--- src/ebwb_defines.vh ---
`ifndef EBWB_DEFINES_VH
`define EBWB_DEFINES_VH
// register indices (word addresses on the core register port)
`define EBWB_ADDR_RANGES 16'h0028
`define EBWB_ADDR_BANK 16'h0029
`define EBWB_ADDR_WCTRL 16'h002b
// wait_state_ranges fields
`define EBWB_XPA_BIT 15
`define EBWB_IO_LSB 12
`define EBWB_DHI_LSB 9
`define EBWB_DLO_LSB 6
`define EBWB_PHI_LSB 3
`define EBWB_PLO_LSB 0
`define EBWB_RANGES_RESET 16'h7fff
// bank_switch_control fields
`define EBWB_CONSECUTIVE_BANK_MODE_BIT 15
`define EBWB_DIV_LSB 13
`define EBWB_ACKOFF_BIT 12
`define EBWB_HBH_BIT 2
`define EBWB_BH_BIT 1
`define EBWB_BANK_RESET 16'h7000
`define EBWB_BANK_WMASK 16'hf006
// wait_state_control fields
`define EBWB_MULT_BIT 0
// access space codes
`define EBWB_SP_PROG 2'h0
`define EBWB_SP_DATA 2'h1
`define EBWB_SP_IO 2'h2
`endif

--- src/ebwb_ctrl.v ---
// Functional notes
// - extended select maps program wait fields
// - bits 14-12 set io wait count
// - bits 11-9 set upper data waits
// - bits 8-6 set lower data waits
// - bits 5-3 set upper program waits
// - bits 2-0 set lower program waits
// - reset: all fields seven, select zero
// - multiplier bit doubles wait counts
// - control bits 15-1 ignore writes
// - add one cycle on bank crossing
// - consecutive mode: every read adds a start and a trailing cycle
// - clock output divided by field plus one, by two for field zero
// - suppress bit gates interrupt acknowledge output
// - host keeper bit, or wide mode pin
// - data keeper bit holds data bus
// - wait ranges register at 0028h
// - bank change withholds strobe one cycle
`include "ebwb_defines.vh"
`timescale 1ns/1ps
`default_nettype none
//------------------------------------------------
// external bus wait and bank controller
//------------------------------------------------
// one access at a time; the core holds off while busy
module ebwb_ctrl
(
    // clock and reset
    input wire clk,
    input wire resetn,
    // core register port
    input wire reg_wr,
    input wire [15:0] reg_addr,
    input wire [15:0] reg_wdata,
    output reg [15:0] reg_rdata_q,
    // core access request
    input wire acc_req,
    input wire acc_read,
    input wire [1:0] acc_space,
    input wire [22:0] acc_addr,
    output reg acc_busy_q,
    output reg acc_done_q,
    // external bus
    input wire ext_ready,
    output reg memory_strobe_n_q,
    output reg [22:0] ext_addr_q,
    output reg clock_output_pin_q,
    // interrupt acknowledge
    input wire core_interrupt_ack_out,
    output reg interrupt_ack_out_n_q,
    // bus keepers
    input wire host_wide_mode_pin,
    output reg data_bus_keeper_en_q,
    output reg host_bus_keeper_en_q,
    output reg addr_bus_keeper_en_q
);
    //------------------------------------------------
    // state encodings
    //------------------------------------------------
    localparam ST_IDLE = 3'h0; // no access
    localparam ST_SWITCH = 3'h1; // bank switch, strobe withheld
    localparam ST_START = 3'h2; // consecutive-mode starting cycle
    localparam ST_WAIT = 3'h3; // counting wait states
    localparam ST_READY = 3'h4; // held by external ready
    localparam ST_TRAIL = 3'h5; // consecutive-mode trailing cycle
    // ready is entered directly when no waits are owed

    //------------------------------------------------
    // registers
    //------------------------------------------------
    reg [15:0] ranges_q; // wait_state_ranges
    reg [15:0] bank_q; // bank_switch_control
    reg mult_q; // wait_multiplier
    reg [2:0] state_q;
    reg [3:0] wcnt_q; // wait cycles left
    reg last_msb_q; // address top bit of last program or data access
    reg last_prog_q; // last program or data access was program space
    reg trail_q; // trailing cycle still owed
    wire [3:0] waits; // waits for current request
    wire div_rise; // output clock rising edge marker
    wire div_clk;

    // read-data decode used by the port
    function [15:0] rd_mux;
        input [15:0] a;
        input [15:0] r;
        input [15:0] b;
        input m;
        begin
            case (a)
                `EBWB_ADDR_RANGES: rd_mux = r;
                `EBWB_ADDR_BANK: rd_mux = b;
                `EBWB_ADDR_WCTRL: rd_mux = {15'h0000, m};
                default: rd_mux = 16'h0000; // unmapped reads as zero
            endcase
        end
    endfunction

    // first strobe state: a zero count skips the wait state entirely
    function [2:0] strobe_state;
        input [3:0] w;
        begin
            if (w == 4'h0)
                strobe_state = ST_READY;
            else
                strobe_state = ST_WAIT;
        end
    endfunction

    // write decode shared by the three registers
    function reg_hit;
        input w;
        input [15:0] a;
        input [15:0] t;
        begin
            reg_hit = w && (a == t);
        end
    endfunction

    //------------------------------------------------
    // submodules
    //------------------------------------------------
    // wait count is combinational from the live request
    ebwb_wait_count u_wc
    (
        .ranges(ranges_q),
        .mult(mult_q),
        .space(acc_space),
        .addr(acc_addr),
        .waits(waits)
    );

    // divider free-runs; its rise marks output clock edges
    ebwb_clkdiv u_div
    (
        .clk(clk),
        .resetn(resetn),
        .div(bank_q[`EBWB_DIV_LSB +: 2]),
        .clk_out_q(div_clk),
        .rise_q(div_rise)
    );

    //------------------------------------------------
    // register writes
    //------------------------------------------------
    // writes land at the edge, reads show one cycle later
    always @(posedge clk)
    begin
        if (!resetn)
        begin
            ranges_q <= `EBWB_RANGES_RESET;
            bank_q <= `EBWB_BANK_RESET;
            mult_q <= 1'b0;
            reg_rdata_q <= 16'h0000;
        end
        else
        begin
            if (reg_hit(reg_wr, reg_addr, `EBWB_ADDR_RANGES))
                ranges_q <= reg_wdata;
            // reserved bank bits stay zero
            if (reg_hit(reg_wr, reg_addr, `EBWB_ADDR_BANK))
                bank_q <= reg_wdata & `EBWB_BANK_WMASK;
            // only bit 0 takes a write; upper bits are not stored at all
            if (reg_hit(reg_wr, reg_addr, `EBWB_ADDR_WCTRL))
                mult_q <= reg_wdata[`EBWB_MULT_BIT];
            // read data follows the address of the previous cycle
            reg_rdata_q <= rd_mux(reg_addr, ranges_q, bank_q, mult_q);
        end
    end

    //------------------------------------------------
    // pin outputs
    //------------------------------------------------
    // pins are registered once more so every output leaves a flop
    always @(posedge clk)
    begin
        if (!resetn)
        begin
            clock_output_pin_q <= 1'b0;
            interrupt_ack_out_n_q <= 1'b1;
            data_bus_keeper_en_q <= 1'b0;
            host_bus_keeper_en_q <= 1'b0;
            addr_bus_keeper_en_q <= 1'b0;
        end
        else
        begin
            clock_output_pin_q <= div_clk;
            // suppress holds the acknowledge pin inactive
            interrupt_ack_out_n_q <= ~(core_interrupt_ack_out & ~bank_q[`EBWB_ACKOFF_BIT]);
            data_bus_keeper_en_q <= bank_q[`EBWB_BH_BIT];
            host_bus_keeper_en_q <= bank_q[`EBWB_HBH_BIT] | host_wide_mode_pin;
            addr_bus_keeper_en_q <= bank_q[`EBWB_HBH_BIT] & host_wide_mode_pin;
        end
    end

    //------------------------------------------------
    // access sequencer
    //------------------------------------------------
    // bank test: top bit of a 32K bank differs, or read switches program/data
    // limitation: writes also pay the crossing cycle; slower but always safe
    wire req_prog = (acc_space == `EBWB_SP_PROG);
    wire bank_cross = (acc_space != `EBWB_SP_IO) &&
                      ((acc_addr[15] != last_msb_q) || (acc_read && (req_prog != last_prog_q)));
    wire consecutive_bank_mode = bank_q[`EBWB_CONSECUTIVE_BANK_MODE_BIT];

    always @(posedge clk)
    begin
        if (!resetn)
        begin
            state_q <= ST_IDLE;
            wcnt_q <= 4'h0;
            last_msb_q <= 1'b0;
            last_prog_q <= 1'b0;
            trail_q <= 1'b0;
            acc_busy_q <= 1'b0;
            acc_done_q <= 1'b0;
            memory_strobe_n_q <= 1'b1;
            ext_addr_q <= 23'h000000;
        end
        else
        begin
            acc_done_q <= 1'b0;
            case (state_q)
                ST_IDLE:
                begin
                    if (acc_req)
                    begin
                        acc_busy_q <= 1'b1;
                        ext_addr_q <= acc_addr;
                        wcnt_q <= waits;
                        trail_q <= consecutive_bank_mode && acc_read;
                        // bank bit tracks program and data only
                        if (acc_space != `EBWB_SP_IO)
                        begin
                            last_msb_q <= acc_addr[15];
                            last_prog_q <= req_prog;
                        end
                        if (consecutive_bank_mode && acc_read)
                            state_q <= ST_START;
                        else if (bank_cross)
                            state_q <= ST_SWITCH;
                        else
                        begin
                            memory_strobe_n_q <= 1'b0;
                            state_q <= strobe_state(waits);
                        end
                    end
                end
                ST_SWITCH, ST_START:
                begin
                    // strobe withheld one output clock while address settles
                    // the consecutive-mode start cycle shares this wait
                    if (div_rise)
                    begin
                        memory_strobe_n_q <= 1'b0;
                        state_q <= strobe_state(wcnt_q);
                    end
                end
                ST_WAIT:
                begin
                    // the last owed cycle is spent here, then ready follows
                    if (wcnt_q > 4'h1)
                        wcnt_q <= wcnt_q - 4'h1;
                    else
                        state_q <= ST_READY;
                end
                ST_READY:
                begin
                    // slow devices stretch further through ready
                    if (ext_ready)
                    begin
                        memory_strobe_n_q <= 1'b1;
                        if (trail_q)
                            state_q <= ST_TRAIL;
                        else
                        begin
                            acc_busy_q <= 1'b0;
                            acc_done_q <= 1'b1;
                            state_q <= ST_IDLE;
                        end
                    end
                end
                ST_TRAIL:
                begin
                    // trailing cycle keeps the bus quiet before the next read
                    if (div_rise)
                    begin
                        acc_busy_q <= 1'b0;
                        acc_done_q <= 1'b1;
                        trail_q <= 1'b0;
                        state_q <= ST_IDLE;
                    end
                end
                // unused codes fall back to idle
                default: state_q <= ST_IDLE;
            endcase
        end
    end
endmodule // ebwb_ctrl
`default_nettype wire

--- src/ebwb_clkdiv.v ---
`timescale 1ns/1ps
`default_nettype none
// clock output divider: output clock = clk / (div + 1), clk / 2 for div 0
module ebwb_clkdiv
(
    // clock and reset
    input wire clk,
    input wire resetn,
    // control
    input wire [1:0] div,
    // output
    output reg clk_out_q,
    output reg rise_q
);
    reg [1:0] cnt_q; // phase counter
    reg [1:0] cnt_d;
    always @*
    begin
        cnt_d = (cnt_q >= div) ? 2'h0 : cnt_q + 2'h1;
    end
    // high for first half of period; divide by 1 toggles each cycle at half rate, with rise each cycle
    always @(posedge clk)
    begin
        if (!resetn)
        begin
            cnt_q <= 2'h0;
            clk_out_q <= 1'b0;
            rise_q <= 1'b0;
        end
        else
        begin
            cnt_q <= cnt_d;
            clk_out_q <= (div == 2'h0) ? ~clk_out_q : (cnt_d <= (div >> 1));
            rise_q <= (cnt_d == 2'h0);
        end
    end
endmodule // ebwb_clkdiv
`default_nettype wire

--- src/ebwb_wait_count.v ---
`timescale 1ns/1ps
`default_nettype none
`include "ebwb_defines.vh"
// selects the base wait count for an access and applies the multiplier
module ebwb_wait_count
(
    // configuration
    input wire [15:0] ranges,
    input wire mult,
    // access
    input wire [1:0] space,
    input wire [22:0] addr,
    // result
    output reg [3:0] waits
);
    reg [2:0] base;
    always @*
    begin
        case (space)
            `EBWB_SP_IO: base = ranges[`EBWB_IO_LSB +: 3];
            `EBWB_SP_DATA: base = addr[15] ? ranges[`EBWB_DHI_LSB +: 3] : ranges[`EBWB_DLO_LSB +: 3];
            default:
            begin
                // program space: xpa picks page-half or 4M-half mapping
                if (ranges[`EBWB_XPA_BIT] ? addr[22] : addr[15])
                    base = ranges[`EBWB_PHI_LSB +: 3];
                else
                    base = ranges[`EBWB_PLO_LSB +: 3];
            end
        endcase
        waits = mult ? {base, 1'b0} : {1'b0, base};
    end
endmodule // ebwb_wait_count
`default_nettype wire

--- config.mk ---
export PLATFORM = sky130hd
export DESIGN_NAME = ebwb_ctrl
export DESIGN_NICKNAME = d
export VERILOG_FILES = /design/src/ebwb_ctrl.v /design/src/ebwb_clkdiv.v /design/src/ebwb_wait_count.v
export VERILOG_INCLUDE_DIRS = /design/src
export SDC_FILE = /design/constraint.sdc
export NUM_CORES = 1
export LEC_CHECK = 0
export ABC_AREA = 1
export BUFFER_PORTS_ARGS = -buffer_cell sky130_fd_sc_hd__buf_2
export CORE_MARGIN = 2
export CORE_UTILIZATION = 29
export CTS_CLUSTER_DIAMETER = 150
export CTS_CLUSTER_SIZE = 10
export DETAILED_ROUTE_END_ITERATION = 10
export PLACE_DENSITY = 0.59
export REMOVE_ABC_BUFFERS = 1
export SLEW_MARGIN = 20
export SYNTH_ARGS = -nofsm -noshare
export SYNTH_HDL_FRONTEND = slang
export SYNTH_SLANG_ARGS = --single-unit
--- constraint.sdc ---
create_clock -name clk -period 1.81 [get_ports clk]
set_input_delay 0.2715 -clock clk [delete_from_list [all_inputs] [get_ports clk]]
set_output_delay 0.2715 -clock clk [all_outputs]
set_load 0.03 [all_outputs]
# Word level (Yosys, flattened, before mapping)
# Cells that the tools add are included.
# op_classes
n_addsub	2
magnitude_cmp	3
eq_ne	22
muxes	38
bitwise_logic	6
n_reduce_logical	25
# op_table
operator	count
$eq A16 B6 Y1 const B	3
$pmux W16 S3	1
$mux W3	12
$ne A2 B2 Y1 const B	8
$pmux W3 S5	1
$mux W1	14
$mux W4	3
$reduce_and A5 Y1	2
$reduce_and A3 Y1	3
$logic_not A4 Y1	2
$pmux W4 S2	1
$eq A3 B2 Y1 const B	2
$eq A3 B3 Y1 const B	2
$logic_and A1 B1 Y1	6
$logic_not A2 Y1	3
$pmux W1 S3	2
$pmux W3 S2	1
$reduce_and A6 Y1	1
$reduce_bool A3 Y1	2
$gt A4 B1 Y1 const B	1
$ne A2 B1 Y1 const B	2
$pmux W1 S2	2
$reduce_bool A2 Y1	2
$sub A4 B1 Y4 const B	1
15 further kinds	19
# word_totals
register_bits	84

# Depth between registers and ports, before layout
# depth
word_depth	10
mapped_depth	13
depth_no_buf	13

# Cells and area by module
# From an unflattened synthesis, not the netlist that was laid out.
# hier_totals
cells_unflattened	505
hier_area_um2	3792.4
# by_module_without_submodules
module	instances	cells_each	area_per_inst_um2	seq_area_each_um2
ebwb_ctrl	1	423	3324.4	1601.5
ebwb_wait_count	1	51	239.0	0.0
ebwb_clkdiv	1	31	229.0	80.1

# Least setup slack after synthesis
# OpenSTA, ideal clock, no wires.
# synth_path
path_kind	register to register
start	register u_div.cnt_q[0]
end	register u_div.clk_out_q
setup_ns	0.122
arrival_ns	1.368
path_slack_ns	0.320
path_stages_with_launch	10
n_path_buf	0
path_cell_list	dfxtp_1 > inv_1 > ha_1 > inv_1 > nand2_1 > a21oi_1 > nand2_1 > ha_1 > o21ai_0 > a21oi_1
# synth_via
elab_chain_cells	4
# synth_rtl
item	line_no	rtl
start: declaration	ebwb_clkdiv.v:15	reg [1:0] cnt_q;
start signal: assignment	ebwb_clkdiv.v:32	cnt_q <= cnt_d;
$add A2 B1 Y2 or $ge A2 B2 Y1 (tied branches)	ebwb_clkdiv.v:19	cnt_d = (cnt_q >= div) ? 2'h0 : cnt_q + 2'h1;
$mux W2 *	ebwb_clkdiv.v:19	
$le A2 B1 Y1 *	ebwb_clkdiv.v:33	clk_out_q <= (div == 2'h0) ? ~clk_out_q : (cnt_d <= (div >> 1));
$mux W1 *	ebwb_clkdiv.v:33	
end signal: assignment	ebwb_clkdiv.v:33	
end: declaration	ebwb_clkdiv.v:12	output reg clk_out_q,
# Mark *: on every way between the ends. The rest lies on a longest branch, timed or not.
# A chain may end at the register's enable or synchronous reset.

# Worst setup path after layout
# Same ends and word-level chain as after synthesis.

==> results.ini <==
[run_status]
status = completed

[synthesis]
synthCells = 489
ys_types = 37
ys.flop_type = dfxtp_1
synth.top_cell.area_share = 0.460
synth.cell_area_sq_um = 3650
ys_seq_elements = 84
synthTopCellsByArea = dfxtp_1, nand2_1, nor2_1
yosysTopAreaCell = dfxtp_1
avgSynthCellArea_sq_um = 7.47
synth_edf_count = 0
ys_seq_area_frac = 0.460
yosysWarnings = 0
synthArstFlopShare = 0

[worst_setup_path]
rrSetupSlack_ns = 0.17
start_kind = flip-flop
rr_worst_depth = 9
cp-end-kind = flip-flop
timing.rr.end = u_div.clk_out_q
worstSetupPathType = reg -> reg
r2r-start = u_div.cnt_q[0]
required_ns = 2.03
worstPathMaxFanout = 3
worstPathArrival_ns = 1.86

[layout]
multi_input_area_sq_um = 1690
drive_gt1_frac = 0.257
final_util = 0.378
register_area_sq_um = 1680
fill_cells = 1313
n_antenna_cell = 0
nNetsFinal = 675
syn_to_final_growth_pct = 29.0

[clock_tree]
cts_root_buffer = clkbuf_16
clk_pin_slew_ns = 0.06
tritoncts = yes
clkLatencyLatePin_ns = 0.33
cts.sinks = 84
cts_buffers = 9
clockBufferDepth = 2
htree_levels = 3

[sta]
relSlewSlack = 0.782
setup_viol = 0
tightest_slew_ns = 0.327
rsz0062_at_grt = no
max_freq_ghz = 0.610
timing.final.max_slew_violations = 0
fin_setup_tns_ns = 0
setup_ws_ns = 0.171
holdWs_ns = 0.128
min_period_ns = 1.64
min_period_over_period = 0.906
finalHoldViolCount = 0
fin_skew_ns = 0.00305

[grt]
antenna_found_initial = 0
grt_pass1_wl_um = 15200
grt_pass1_vias = 3261
grt_max_degree = 27
grt_usage = 0.143
grt-ovfl-total = 0

[power_and_ir_drop]
p_int_w = 0.00393
p_per_area_nw_per_um2 = 1290
p_switching_w = 0.00216
finalPower_w = 0.00610
p_seq_frac = 0.372
power_frac_comb = 0.307
swShare = 0.355
vdd_drop_max_v = 0.000535
p_clk_frac = 0.321
leakagePower_nw = 2.37

[place]
gp_congestion = 0.858
hpwl_um = 7160
pre_cts_ws_ns = 0.154
port-buffer-count = 111

[worst_hold_path]
whs_path_depth = 2
hold_path.class = in -> reg
hp-start = core_interrupt_ack_out
hold_end = interrupt_ack_out_n_q

[route]
drt_wl_total_um = 9430
wl_per_cell_um = 12.1
ant_nets = 0
post-route-drc-count = 0
num_vias = 3505
drt_iter0_markers = 169
dr.pass1.iters = 4
via_per_inst = 4.51

[flow_run]
cap_violations = 0

[floorplan]
die_h_um = 116
io-pin-count = 112
die_w_um = 116
initial_core_util = 0.293
fp-row-count = 41
dieArea_sq_um = 13500
core-area_sq_um = 12500

-- power by group through the flow --
| stage | combinational [W] | sequential (W) | clock, W |
|---|---|---|---|
| 2_1_floorplan | 0.00101 | 0.00262 | 0 |
| 3_3_place_gp | 0.00184 | 0.00229 | 0 |
| 4_1_cts | 0.00188 | 0.00227 | 0.00203 |
| 3_5_place_dp | 0.00188 | 0.00230 | 0 |
| 5_1_grt | 0.00210 | 0.00230 | 0.00212 |
| 6_report | 0.00187 | 0.00227 | 0.00196 |
-- placed cells by master, fill, tap and decap left out, types with 2 or more instances in the layout --
master      synthesis  layout
bufinv_16           0       2
a31oi_1             3       3
dfxtp_1            84      83
clkbuf_16           0       9
nand3_1            43      43
ha_1                9       9
xnor2_1             2       2
o21ai_0            41      41
nor3_1             11      11
a21oi_1            26      26
or2_2               2       2
o211ai_1            9       9
buf_2               6     111
nand2_1            87      87
nand4_1             3       3
inv_2               4       4
inv_1              47      47
nor2_2              2       2
clkinvlp_4          0       2
nor2_8              2       2
o21ai_1             3       3
nor2_4              3       3
buf_4               1       7
nor2_1             78      78
-- through the flow --
step           area, sq um  cells
6_report              4710    778
3_5_place_dp          4390    762
3_3_place_gp          4390    762
5_1_grt               4710    778
4_1_cts               4710    778
2_1_floorplan         3570    472
-- worst max path at each step --
stage,start,endpoint,depth (start not counted)
finish,u_div.cnt_q[0],u_div.clk_out_q,9
global route,u_div.cnt_q[0],u_div.clk_out_q,9
CTS,u_div.cnt_q[0],u_div.clk_out_q,9
detailed placement,acc_space[0],state_q[1],14
global placement,acc_space[0],state_q[1],14
floorplan,reg_addr[15],ranges_q[15],8
-- cell families (layout without fill, tap and decap cells) --
kind of cell,count (synthesis),count (layout),synth area share
AO/OA/AOI/OAI,87,87,0.133
XOR/XNOR,2,2,0.00480
adder cells (fa/ha/maj),9,9,0.0308
flip-flops,84,84,0.460
AND/OR/NAND/NOR,237,237,0.293
buffers and inverters,70,187,0.0777
-- flip-flops by register name, summed over array words and instances (netlist names), 2 cells and up --
name,count
ext_addr_q,23
wcnt_q,4
bank_q,6
u_div.cnt_q,2
state_q,3
reg_rdata_q,16
ranges_q,16
-- metal layers --
layer  vias up  track usage  wire length (um)
li1       1816            -                 -
met1      1613        0.185              4460
met2        66        0.232              4530
met3        10       0.0384               352
met4         0       0.0437                83
met5         -            0                 0
-- worst max-delay path, cell delays in order (launching register included) --
cell	delay [ns]
dfxtp_1	0.34
inv_1	0.06
ha_1	0.26
inv_1	0.05
nand2_1	0.04
a21oi_1	0.16
nand2_1	0.09
ha_1	0.27
o21ai_0	0.16
a21oi_1	0.08
-- timing repair --
item	in CTS	in global routing
setup endpoints to repair	0	1
hold endpoints to repair	0	0
resized for setup	0	1
buffers inserted	0	0
hold buffers	0	0
-- cell type report --
type | instances | share of cell area
multi-input combinational | 335 | 0.358
tap | 172 | 0.0457
sequential | 84 | 0.357
clock inverter | 6 | 0.0188
timing repair buffer | 118 | 0.129
clock buffer | 10 | 0.0486
inverter | 53 | 0.0427
-- cells in the mapped netlist (4+ instances only) --
cell,n
nand3_1,43
o21ai_0,41
nor2_1,78
clkbuf_1,7
nor3_1,11
a21oi_1,26
o211ai_1,9
dfxtp_1,84
nand2_1,87
inv_2,4
buf_2,6
inv_1,47
ha_1,9
(Power assumes the default switching activity.)
